**config.mk**
```make
export PLATFORM = sky130hd
export DESIGN_NAME = swm_mode_ctrl_flat
export DESIGN_NICKNAME = d
export VERILOG_FILES = /design/src/core/swm_pkg.sv /design/src/core/swm_link_if.sv /design/src/core/swm_mode_ctrl.sv /design/src/flat_wrapper.sv
export SDC_FILE = /design/constraint.sdc
export NUM_CORES = 1
export LEC_CHECK = 0
export BUFFER_PORTS_ARGS = -buffer_cell sky130_fd_sc_hd__buf_4
export CAP_MARGIN = 20
export CORE_UTILIZATION = 61
export CTS_CLUSTER_SIZE = 25
export DETAILED_ROUTE_END_ITERATION = 12
export PLACE_DENSITY = 0.8
export SKIP_CTS_REPAIR_TIMING = 1
export SYNTH_ARGS = -nofsm -noshare
export SYNTH_HDL_FRONTEND = slang
export SYNTH_SLANG_ARGS = --single-unit
```
**constraint.sdc**
```tcl
create_clock -name sys_clk_i -period 2.9 [get_ports sys_clk_i]
set_clock_uncertainty 0.15 [all_clocks]
set_input_delay 0.145 -clock sys_clk_i [delete_from_list [all_inputs] [get_ports sys_clk_i]]
set_output_delay 0.145 -clock sys_clk_i [all_outputs]
set_load 0.05 [all_outputs]
```
**src/core/swm_pkg.sv**
```systemverilog
// Shared constants and types for the standby/wake mode controller and its host.
package swm_pkg;

	// System clock period in nanoseconds (40 MHz).
	localparam int unsigned CLK_PERIOD_NS = 25;

	// Wake-up settle time the host waits after pulling chip select low, in microseconds.
	localparam int unsigned T_WAKE_US = 10;
	// Least time; rounds up to whole cycles.
	localparam int unsigned WAKE_CYC = (T_WAKE_US * 1000 + CLK_PERIOD_NS - 1) / CLK_PERIOD_NS;

	// Stay-awake time before an unheld device falls back to standby, in microseconds.
	localparam int unsigned T_AWAKE_US = 256;
	// Typical figure; rounds down.
	localparam int unsigned AWAKE_CYC = (T_AWAKE_US * 1000) / CLK_PERIOD_NS;

	// Driver enable delay window after chip select rises, in microseconds.
	localparam int unsigned T_SET_MIN_US = 250;
	localparam int unsigned T_SET_TYP_US = 310;
	localparam int unsigned T_SET_MAX_US = 410;
	// The design aims at the typical figure, well inside the window.
	localparam int unsigned SET_CYC = (T_SET_TYP_US * 1000) / CLK_PERIOD_NS;

	// Charge-pump low filter time, in microseconds.
	localparam int unsigned T_PUMP_FILT_US = 64;
	localparam int unsigned PUMP_FILT_CYC =
		(T_PUMP_FILT_US * 1000 + CLK_PERIOD_NS - 1) / CLK_PERIOD_NS;

	// Serial clock period and least chip select high time, in nanoseconds.
	localparam int unsigned T_SCLK_NS = 1000;
	localparam int unsigned T_CS_HIGH_NS = 4000;
	// Half a serial clock period; least time, rounds up.
	localparam int unsigned HALF_CYC = (T_SCLK_NS / 2 + CLK_PERIOD_NS - 1) / CLK_PERIOD_NS;
	localparam int unsigned CS_HIGH_CYC = (T_CS_HIGH_NS + CLK_PERIOD_NS - 1) / CLK_PERIOD_NS;

	// Serial frame layout: eight bits, most significant first.
	localparam int unsigned FRAME_BITS = 8;
	localparam int unsigned CMD_MSB = 7;
	localparam int unsigned CMD_LSB = 6;
	localparam logic [1:0] CMD_READ = 2'h0;
	localparam logic [1:0] CMD_WRITE = 2'h1;
	localparam logic [1:0] CMD_SRST = 2'h2;
	// Write frame: bit 0 is the wake hold bit, bits 5..1 the output controls, bits 7..6 the command.
	localparam int unsigned WAKE_HOLD_POS = 0;
	localparam int unsigned OUTS_LSB = 1;
	localparam int unsigned OUTS_MSB = 5;
	localparam int unsigned OUTS_W = OUTS_MSB - OUTS_LSB + 1;

	// Status byte returned on every frame.
	localparam int unsigned ST_PUMP_FLAG_POS = 0;
	localparam int unsigned ST_ACTIVE_POS = 1;
	localparam int unsigned ST_DRV_POS = 2;

	// Reset values.
	localparam logic [7:0] BYTE_RST = 8'h00;

	// Device mode states.
	typedef enum logic [1:0] {
		DS_STANDBY,
		DS_AWAKE,
		DS_ACTIVE
	} swm_dstate_t;

	// Host sequencer states.
	typedef enum logic [2:0] {
		HS_IDLE,
		HS_WAKE,
		HS_SHIFT,
		HS_END,
		HS_GAP
	} swm_hstate_t;

endpackage

```
**src/core/swm_link_if.sv**
```systemverilog
`timescale 1ns/10ps
`default_nettype none
// Serial link between host and device.
interface swm_link_if;
	logic chip_select_n; // Chip select, low during a frame.
	logic sclk;          // Serial clock from the host.
	logic mosi;          // Host to device data.
	logic miso;          // Device data output.
	logic miso_oe;       // Device drives its data output.
	logic miso_line;     // Resolved data line; a weak pull-down holds it low when idle.

	// The wire is resolved here so the design files never see a floating level.
	assign miso_line = miso_oe ? miso : 1'b0;

	modport dev (
		input  chip_select_n,
		input  sclk,
		input  mosi,
		output miso,
		output miso_oe
	);

	modport host (
		output chip_select_n,
		output sclk,
		output mosi,
		input  miso_line
	);
endinterface
`default_nettype wire

```
**src/core/swm_mode_ctrl.sv**
```systemverilog
`timescale 1ns/10ps
`default_nettype none
// Summary of operation
// - Start in standby, analogue off, drivers off.
// - Chip select falling in standby wakes device.
// - Host waits 10 us before first transfer.
// - Writing wake hold one keeps device active.
// - Unheld device sleeps 256 us, clearing data.
// - Host turns outputs off before standby.
// - Pump disabled in standby and thermal shutdown.
// - Filtered pump low kills drivers, latches flag.
// - Only software reset clears flag, drivers.
// - State survives power supply glitches.
// - Drivers enable 250-410 us after select rises.
module swm_mode_ctrl #(
	parameter int unsigned AWAKE_CYC     = swm_pkg::AWAKE_CYC,
	parameter int unsigned SET_CYC       = swm_pkg::SET_CYC,
	parameter int unsigned PUMP_FILT_CYC = swm_pkg::PUMP_FILT_CYC
) (
	input  wire logic                      sys_clk_i,
	input  wire logic                      rstn_i,
	swm_link_if.dev                        link,
	input  wire logic                      pump_low_i,
	input  wire logic                      therm_sd_i,
	output logic                           analog_en_o,
	output logic                           pump_en_o,
	output logic                           drv_en_o,
	output logic                           gate_rlow_o,
	output logic [swm_pkg::OUTS_W-1:0]     outs_o,
	output logic                           active_o,
	output logic                           pump_undervolt_flag_o
);

	// All state of the device end in one record.
	typedef struct packed {
		swm_pkg::swm_dstate_t       st;      // Mode state.
		logic [2:0]                 cs_s;    // Chip select sync pair plus previous value.
		logic [2:0]                 sclk_s;  // Serial clock sync pair plus previous value.
		logic [1:0]                 mosi_s;  // Data input sync pair.
		logic [1:0]                 pl_s;    // Pump low sync pair.
		logic [1:0]                 th_s;    // Thermal shutdown sync pair.
		logic [7:0]                 rx;      // Receive shift register.
		logic [7:0]                 tx;      // Transmit shift register.
		logic [3:0]                 nbit;    // Bits taken in this frame.
		logic [15:0]                tmr;     // Time since chip select rose.
		logic [15:0]                filt;    // Pump low filter count.
		logic                       hold;    // Latched wake hold bit.
		logic [swm_pkg::OUTS_W-1:0] outs;    // Latched output controls.
		logic                       drv_on;  // Driver enable delay has elapsed.
		logic                       flag;    // Latched pump undervoltage flag.
	} swm_dev_t;

	swm_dev_t q; // Registered state.
	swm_dev_t d; // Next state.

	// Synchronised views and edges; first synchroniser flops are never read.
	logic cs_n;
	logic cs_fall;
	logic cs_rise;
	logic sclk_rise;
	logic sclk_fall;
	logic therm;
	logic pump_en;
	logic drv_ok;
	logic [7:0] status;

	// Pin decode; nothing here looks at a first synchroniser flop.
	always_comb begin
		cs_n      = q.cs_s[1];
		cs_fall   = q.cs_s[2] & ~q.cs_s[1];
		cs_rise   = ~q.cs_s[2] & q.cs_s[1];
		sclk_rise = ~q.sclk_s[2] & q.sclk_s[1];
		sclk_fall = q.sclk_s[2] & ~q.sclk_s[1];
		therm     = q.th_s[1];
		pump_en   = (q.st != swm_pkg::DS_STANDBY) & ~therm;
		drv_ok    = q.drv_on & ~q.flag & ~therm;
		status    = swm_pkg::BYTE_RST;
		status[swm_pkg::ST_PUMP_FLAG_POS] = q.flag;
		status[swm_pkg::ST_ACTIVE_POS]    = (q.st == swm_pkg::DS_ACTIVE);
		status[swm_pkg::ST_DRV_POS]       = drv_ok;
	end

	// Next-state logic for synchronisers, serial shifting, mode and fault.
	always_comb begin
		d        = q;
		d.cs_s   = {q.cs_s[1], q.cs_s[0], link.chip_select_n};
		d.sclk_s = {q.sclk_s[1], q.sclk_s[0], link.sclk};
		d.mosi_s = {q.mosi_s[0], link.mosi};
		d.pl_s   = {q.pl_s[0], pump_low_i};
		d.th_s   = {q.th_s[0], therm_sd_i};

		// The timer runs only with chip select high, so a frame pauses the fall-back.
		if (cs_n && q.tmr != 16'hFFFF) begin
			d.tmr = q.tmr + 16'h0001;
		end

		// A frame begins: load status so its first bit is out before the first clock.
		if (cs_fall) begin
			d.tx   = status;
			d.nbit = 4'h0;
			if (q.st == swm_pkg::DS_STANDBY) begin
				d.st = swm_pkg::DS_AWAKE;
			end
		end

		// Shifting happens only inside a frame.
		if (!cs_n) begin
			if (sclk_rise) begin
				d.rx = {q.rx[6:0], q.mosi_s[1]};
				if (q.nbit != 4'hF) begin
					d.nbit = q.nbit + 4'h1;
				end
			end
			if (sclk_fall) begin
				d.tx = {q.tx[6:0], 1'b0};
			end
		end

		// A frame ends: decode only complete frames; a short or long one is dropped.
		if (cs_rise) begin
			d.tmr = 16'h0000;
			if (q.nbit == 4'(swm_pkg::FRAME_BITS)) begin
				case (q.rx[swm_pkg::CMD_MSB:swm_pkg::CMD_LSB])
					swm_pkg::CMD_WRITE: begin
						d.hold = q.rx[swm_pkg::WAKE_HOLD_POS];
						d.outs = q.rx[swm_pkg::OUTS_MSB:swm_pkg::OUTS_LSB];
					end
					swm_pkg::CMD_SRST: begin
						d.flag = 1'b0;
					end
					default: begin
						// Reads change nothing.
					end
				endcase
			end
			if (q.st != swm_pkg::DS_STANDBY) begin
				if (d.hold) begin
					d.st = swm_pkg::DS_ACTIVE;
				end else begin
					d.st     = swm_pkg::DS_AWAKE;
					d.drv_on = 1'b0;
				end
			end
		end

		// Mode timing after chip select has risen.
		case (q.st)
			swm_pkg::DS_STANDBY: begin
				d.drv_on = 1'b0;
			end
			swm_pkg::DS_AWAKE: begin
				if (cs_n && !cs_rise && q.tmr == 16'(AWAKE_CYC - 1)) begin
					d.st     = swm_pkg::DS_STANDBY;
					d.hold   = 1'b0;
					d.outs   = '0;
					d.rx     = swm_pkg::BYTE_RST;
					d.tx     = swm_pkg::BYTE_RST;
					d.nbit   = 4'h0;
					d.drv_on = 1'b0;
				end
			end
			swm_pkg::DS_ACTIVE: begin
				if (cs_n && !cs_rise && q.tmr == 16'(SET_CYC - 1)) begin
					d.drv_on = 1'b1;
				end
			end
			default: begin
				d.st = swm_pkg::DS_STANDBY;
			end
		endcase

		if (pump_en && q.pl_s[1]) begin
			if (q.filt == 16'(PUMP_FILT_CYC - 1)) begin
				// Set wins over a software reset in the same cycle.
				d.flag = 1'b1;
			end else begin
				d.filt = q.filt + 16'h0001;
			end
		end else begin
			d.filt = 16'h0000;
		end
	end

	// State register. Only the logic-supply reset clears it, so power-driver
	// supply glitches leave control and status untouched.
	// Logic-supply state.
	always_ff @(posedge sys_clk_i or negedge rstn_i) begin
		if (!rstn_i) begin
			q        <= '0;
			q.st     <= swm_pkg::DS_STANDBY;
			q.cs_s   <= 3'h7;
			q.rx     <= swm_pkg::BYTE_RST;
			q.tx     <= swm_pkg::BYTE_RST;
		end else begin
			q <= d;
		end
	end

	// Outputs; the data line is driven only inside a frame.
	always_comb begin
		link.miso             = q.tx[7];
		link.miso_oe          = ~cs_n;
		analog_en_o           = (q.st != swm_pkg::DS_STANDBY);
		pump_en_o             = pump_en;
		drv_en_o              = drv_ok;
		gate_rlow_o           = ~drv_ok;
		outs_o                = drv_ok ? q.outs : '0;
		active_o              = (q.st == swm_pkg::DS_ACTIVE);
		pump_undervolt_flag_o = q.flag;
	end

endmodule
`default_nettype wire

```
**src/flat_wrapper.sv**
```systemverilog
// flat-port wrapper written by rule: the top's interface ports become plain ports
module swm_mode_ctrl_flat 
#(
	parameter int unsigned AWAKE_CYC     = swm_pkg::AWAKE_CYC,
	parameter int unsigned SET_CYC       = swm_pkg::SET_CYC,
	parameter int unsigned PUMP_FILT_CYC = swm_pkg::PUMP_FILT_CYC
)
  (sys_clk_i, rstn_i, pump_low_i, therm_sd_i, analog_en_o, pump_en_o, drv_en_o, gate_rlow_o, outs_o, active_o, pump_undervolt_flag_o, link_chip_select_n, link_sclk, link_mosi, link_miso, link_miso_oe);
  swm_link_if link_i ();
  input  wire logic sys_clk_i;
  input  wire logic rstn_i;
  input  wire logic pump_low_i;
  input  wire logic therm_sd_i;
  output logic analog_en_o;
  output logic pump_en_o;
  output logic drv_en_o;
  output logic gate_rlow_o;
  output logic [swm_pkg::OUTS_W-1:0] outs_o;
  output logic active_o;
  output logic pump_undervolt_flag_o;
  input wire logic [$bits(link_i.chip_select_n)-1:0] link_chip_select_n;
  input wire logic [$bits(link_i.sclk)-1:0] link_sclk;
  input wire logic [$bits(link_i.mosi)-1:0] link_mosi;
  output wire logic [$bits(link_i.miso)-1:0] link_miso;
  output wire logic [$bits(link_i.miso_oe)-1:0] link_miso_oe;
  assign link_i.chip_select_n = link_chip_select_n;
  assign link_i.sclk = link_sclk;
  assign link_i.mosi = link_mosi;
  assign link_miso = link_i.miso;
  assign link_miso_oe = link_i.miso_oe;
  swm_mode_ctrl #(.AWAKE_CYC(AWAKE_CYC), .SET_CYC(SET_CYC), .PUMP_FILT_CYC(PUMP_FILT_CYC)) u_core (.sys_clk_i(sys_clk_i), .rstn_i(rstn_i), .link(link_i), .pump_low_i(pump_low_i), .therm_sd_i(therm_sd_i), .analog_en_o(analog_en_o), .pump_en_o(pump_en_o), .drv_en_o(drv_en_o), .gate_rlow_o(gate_rlow_o), .outs_o(outs_o), .active_o(active_o), .pump_undervolt_flag_o(pump_undervolt_flag_o));
endmodule
```
**Word level (Yosys, flattened, before mapping)**

Cells that the tools add are included.

- Flip-flop bits (word level): 74
- Bits in latches: 0
- Bits in writable memories: 0
- Bits in read-only memories: 0
- Bits of input ports: 7
- Output and inout bits: 13
- Word-level logic and storage cells: 87
- Memories: 0

- Add/sub/neg operators: 3
- Multiply operators: 0
- Divide/modulo/power cells: 0
- Magnitude comparators: 0
- Equality and inequality tests: 11
- Shift-type cells: 0
- Multiplexer cells: 34
- Bitwise logic cells: 14
- Reductions and logical operators: 10

Operators with widths:

| cell | count |
|---|---|
| 16-bit 2-to-1 mux | 4 |
| 20-bit 2-to-1 mux | 3 |
| 16-bit by 1-bit adder with 16-bit output, second input constant | 2 |
| 16-bit by 14-bit == test with 1-bit output, second input constant | 2 |
| 6-bit 2-to-1 mux | 4 |
| 8-bit 2-to-1 mux | 3 |
| 16-bit by 12-bit == test with 1-bit output, second input constant | 1 |
| 16-bit != test, second input constant | 1 |
| 12-bit 2-to-1 mux | 1 |
| 2-bit 2-to-1 mux | 6 |
| 4-bit 2-to-1 mux | 2 |
| 1-bit AND | 7 |
| 1-bit 2-to-1 mux | 7 |
| 7-bit 2-to-1 mux | 1 |
| 1-bit inverter | 7 |
| 1-bit logical AND | 5 |
| 5-bit 2-to-1 mux | 1 |
| 4-bit by 1-bit adder with 4-bit output, second input constant | 1 |
| 2-bit by 1-bit == test with 1-bit output, second input constant | 2 |
| 2-bit == test, second input constant | 2 |
| 4-bit == test, second input constant | 1 |
| 4-bit != test, second input constant | 1 |
| 2-bit case mux with 2 select lines | 1 |
| 2-bit nonzero test | 2 |
| 5 further kinds | 5 |

**Logic depth before layout (Yosys ltp)**

- Word-level depth: 9
- Depth in mapped cells: 6
- Gate-level depth less buffers: 6

**Worst setup path after synthesis**

Ideal clock, no wire load.

- Path kind: reg2out
- From: register u_core.q (netlist bit u_core.pump_undervolt_flag_o)
- To: output gate_rlow_o
- Arrival time: 2.573 ns
- Data required time: 2.605 ns
- Slack: 0.032 ns
- Cell stages (with the launch flop): 3
- Path buffers: 0
- Cell sequence: dfrtp_1 > nor3_1 > inv_1

- Cells in the longest elaborated chain, start to end: 4

RTL lines:

| item | RTL line | RTL |
|---|---|---|
| start: declaration | swm_mode_ctrl.sv:53 | `swm_dev_t q;` |
| 1-bit inverter | swm_mode_ctrl.sv:76 | `drv_ok = q.drv_on & ~q.flag & ~therm;` |
| 1-bit AND (2 in a row) | swm_mode_ctrl.sv:76 |  |
| named net drv_en_o | flat_wrapper.sv:16 | `output logic drv_en_o;` |
| 1-bit inverter | swm_mode_ctrl.sv:206 | `gate_rlow_o = ~drv_ok;` |
| end: declaration | flat_wrapper.sv:17 | `output logic gate_rlow_o;` |

The timed path passes the listed nets, and every way through them passes these cells.

**Worst setup path in the final report**

- From: register u_core.q (netlist bit u_core.cs_n)
- To: register u_core.q[35] (netlist bit)

- Cells in the longest elaborated chain, start to end: 2
- Elaborated cells between the ends (all ways): 4
- Those cells by class: mux (1); bitwise (1); reduce/logical (2)

RTL lines:

| item | RTL line |
|---|---|
| 1-bit AND / 1-bit logical AND (equally long branches) | swm_mode_ctrl.sv:71, swm_mode_ctrl.sv:93 |
| 16-bit 2-to-1 mux / 2-bit nonzero test (equally long branches) | - |

Several ways; a longest one is shown, not always the timed one.
A chain may end at the register's enable or synchronous reset.

==> results.cfg <==
[clock_network]
cts_tree = done
clk_latency_ps = 350
clk_pin_slew_worst_paths_ps = 80
clock-root-buffer = clkbuf_8
numClockSinks = 74
cts_max_level = 3
numCtsBuffers = 9
cts_buffer_depth = 2

[sta]
finalHoldViolCount = 0
tightest_slew_ps = 930
fin_setup_tns_ps = 0
final_period_minus_worst_setup_slack_ps = 2440
rsz0062_at_grt = no
slew_headroom_pct = 37.4
fmax_ghz = 0.410
fin_crit_sh_pct = 84.2
fin_ws_ps = 459
slew_violations = 0
setup_viol = 0

[layout]
antennaDiodeCount = 0
drive_above_1_share_pct = 14.3
area_growth_pct = 13.7
final_nets = 420
nFillCells = 410

[setup_path]
r2r-end = u_core.q[35]$_DFFE_PN0P_
critPathLaunchType = flop
startpoint = u_core.cs_n$_DFF_PN1_
cp.required_ps = 3030
cp-endpoint = u_core.q[35]$_DFFE_PN0P_
r2r_cells = 4
rrSetupSlack_ps = 460
critPathKind = flop to flop
rr_startpoint = u_core.cs_n$_DFF_PN1_
cp.arrival_ps = 2570
worstSetupEndpointType = flop
crit_fanout = 22

[detailed_routing]
vias_per_cell = 6.23
firstDrtPassIters = 7
wire_per_inst_um = 15.3
route.antenna.remaining_nets = 0
num_vias = 3027
finalWirelength_um = 7420
drt-initial-drc-count = 291
route.detailed.drc = 0

[yosys]
ys_ff_latch = 74
yosysWarningCount = 0
postSynthAreaPerCell_um2 = 9.55
synth_edf_count = 0
async_flop_share_pct = 100
synth_cell_types = 54
synth_ff_type = dfrtp_1
netlist_area_mm2 = 0.00369
synth_seq_area_share_pct = 50.2
netlist_instances = 387
synth_nets = 398

[flow_run]
max_cap_viol_count = 0

[global_route]
grtUsageMet2_pct = 41.8
grt_pass1_wl_um = 13100
use_met1_pct = 37.0
overflow = 0
busiest_layer = met2
grt_max_degree = 75
grt_pass1_vias = 2892
antenna_found_initial = 0
grt_use_total_pct = 26.6
grt_util_met3_pct = 6.17

[floorplanning]
core_mm2 = 0.00568
fp.dieH_um = 79.8
fp-row-count = 27
die_x_um = 79.8
pin_count = 20
start_util_pct = 65.1
dieArea_mm2 = 0.00637

[placement]
place_ws_ps = 474
place.gp.congestion = 0.891
dpl.hpwl_um = 5010
portBuffers = 19

[power_and_ir_drop]
internal_power_uw = 1910
power_frac_clock_pct = 41.3
seqPwrFrac_pct = 46.5
p_switching_uw = 697
power_frac_comb_pct = 12.2
p_sw_share_pct = 26.8
max-vdd-ir-drop_uv = 579
leakage_uw = 0.00175
power_density_mw_per_mm2 = 620

[min_path]
min_path_type = flop to flop

[status]
status = finished clean
-- metrics by stage --
| step | instance area, um^2 | total power [uW] | hold slack [ps] | instances | utilization [%] |
|---|---|---|---|---|---|
| finish | 4200 | 2610 | 200 | 486 | 74.1 |
| detailed placement | 3870 | 1540 | 105 | 464 | 68.2 |
| global placement | 3870 | 1530 | 104 | 464 | 68.2 |
| global route | 4200 | 2720 | 208 | 486 | 74.1 |
| CTS | 4140 | 2620 | -260 | 480 | 73.0 |
| floorplan | 3690 | 1430 | -301 | 387 | - |
-- layer usage --
metal | part of all wire [%] | wire length (um)
met1 | 46 | 3410
met4 | 0.96 | 71
met3 | 5.2 | 384
met2 | 48 | 3550
met5 | 0 | 0
-- area by class of cell --
cell class              count  area [um^2]  share of cell area, %
multi-input cells         277         1680                   40.1
clock buffers               9          124                   2.95
inverters                  18         67.6                   1.61
flip-flops and latches     74         1860                   44.2
repair buffers             29          233                   5.54
clock inverters             7          149                   3.54
well taps                  72         90.1                   2.14
-- sequential cells by signal, indices dropped and copies added (netlist names) --
signal	flops
u_core.q	65
u_core.d	6
u_core.pump_undervolt_flag_o	1
u_core.cs_n	1
u_core.link.miso	1
-- synth_stat cells (2+ instances only) --
library cell / n / area (um^2)
a211oi_1: 3 / 22.5
a21oi_1: 37 / 185
a31oi_1: 2 / 12.5
a41oi_1: 2 / 17.5
and2_1: 7 / 43.8
and3_1: 6 / 37.5
buf_2: 2 / 10.0
buf_6: 2 / 22.5
clkbuf_1: 12 / 45.0
clkbuf_2: 2 / 10.0
dfrtp_1: 71 / 1780
dfstp_2: 3 / 78.8
ha_1: 4 / 50.1
inv_1: 18 / 67.6
mux2i_1: 16 / 160
nand2_1: 28 / 105
nand2b_1: 5 / 31.3
nand3_1: 25 / 125
nand3b_1: 2 / 15.0
nand4_1: 13 / 81.3
nor2_1: 30 / 113
nor2b_1: 3 / 18.8
nor3_1: 11 / 55.1
nor4_1: 6 / 37.5
o211ai_1: 2 / 15.0
o21ai_0: 20 / 100
o221ai_1: 2 / 17.5
o31ai_1: 6 / 45.0
o41ai_1: 2 / 17.5
or2_2: 4 / 25.0
or3_1: 11 / 68.8
or4_1: 4 / 30.0
or4b_2: 2 / 20.0
xnor2_1: 2 / 17.5
xor2_1: 3 / 26.3
-- power by group through the flow --
stage                     Sequential, uW  Clock [uW]  Combinational [uW]
after floorplan                     1190           0                 244
after global placement              1230           0                 302
after detailed placement            1230           0                 313
after CTS                           1210        1090                 314
after global routing                1230        1130                 361
final                               1210        1080                 317
-- worst max-delay path, cell delays in order (launching register included) --
cell	delay [ps]
dfstp_2	760
inv_1	90
or4_1	650
or4_2	570
a21oi_1	160
-- placed cells by master (no fill, tap or decap), types with 2 or more instances in the layout --
cell type	Yosys	layout
dfrtp_1	71	71
a21oi_1	37	37
nor2_1	30	30
nand2_1	28	28
nand3_1	25	25
buf_4	0	23
o21ai_0	20	20
inv_1	18	18
mux2i_1	16	16
nand4_1	13	13
or3_1	11	11
nor3_1	11	11
clkbuf_8	0	9
and2_1	7	7
nor4_1	6	6
and3_1	6	6
o31ai_1	6	6
dlygate4sd3_1	0	6
nand2b_1	5	5
or2_2	4	4
or4_1	4	4
ha_1	4	4
bufinv_16	0	4
nor2b_1	3	3
a211oi_1	3	3
xor2_1	3	3
dfstp_2	3	3
nand3b_1	2	2
a41oi_1	2	2
o211ai_1	2	2
a31oi_1	2	2
o41ai_1	2	2
or4b_2	2	2
xnor2_1	2	2
o221ai_1	2	2
-- worst min path at each step --
stage                                start                      to  slack, ps  cells after the start
global placement                pump_low_i  u_core.d[63]$_DFF_PN0_        100                      1
finish              u_core.d[61]$_DFF_PN0_  u_core.q[61]$_DFF_PN0_        200                      0
CTS                     link_chip_select_n  u_core.d[70]$_DFF_PN1_       -260                      1
floorplan                           rstn_i  u_core.d[61]$_DFF_PN0_       -300                      0
detailed placement              pump_low_i  u_core.d[63]$_DFF_PN0_        110                      1
global route        u_core.d[61]$_DFF_PN0_  u_core.q[61]$_DFF_PN0_        210                      0
-- cells by family (layout without fill, tap and decap cells) --
kind of cell	count (synthesis)	after routing	synth area share, %
simple gates	167	167	24.8
buf+inv	36	63	4.20
mux	17	17	4.64
xor+xnor	5	5	1.19
compound gates	84	84	13.6
fa+ha+maj	4	4	1.35
flops	74	74	50.2
Power figures use the tool's default switching activity.
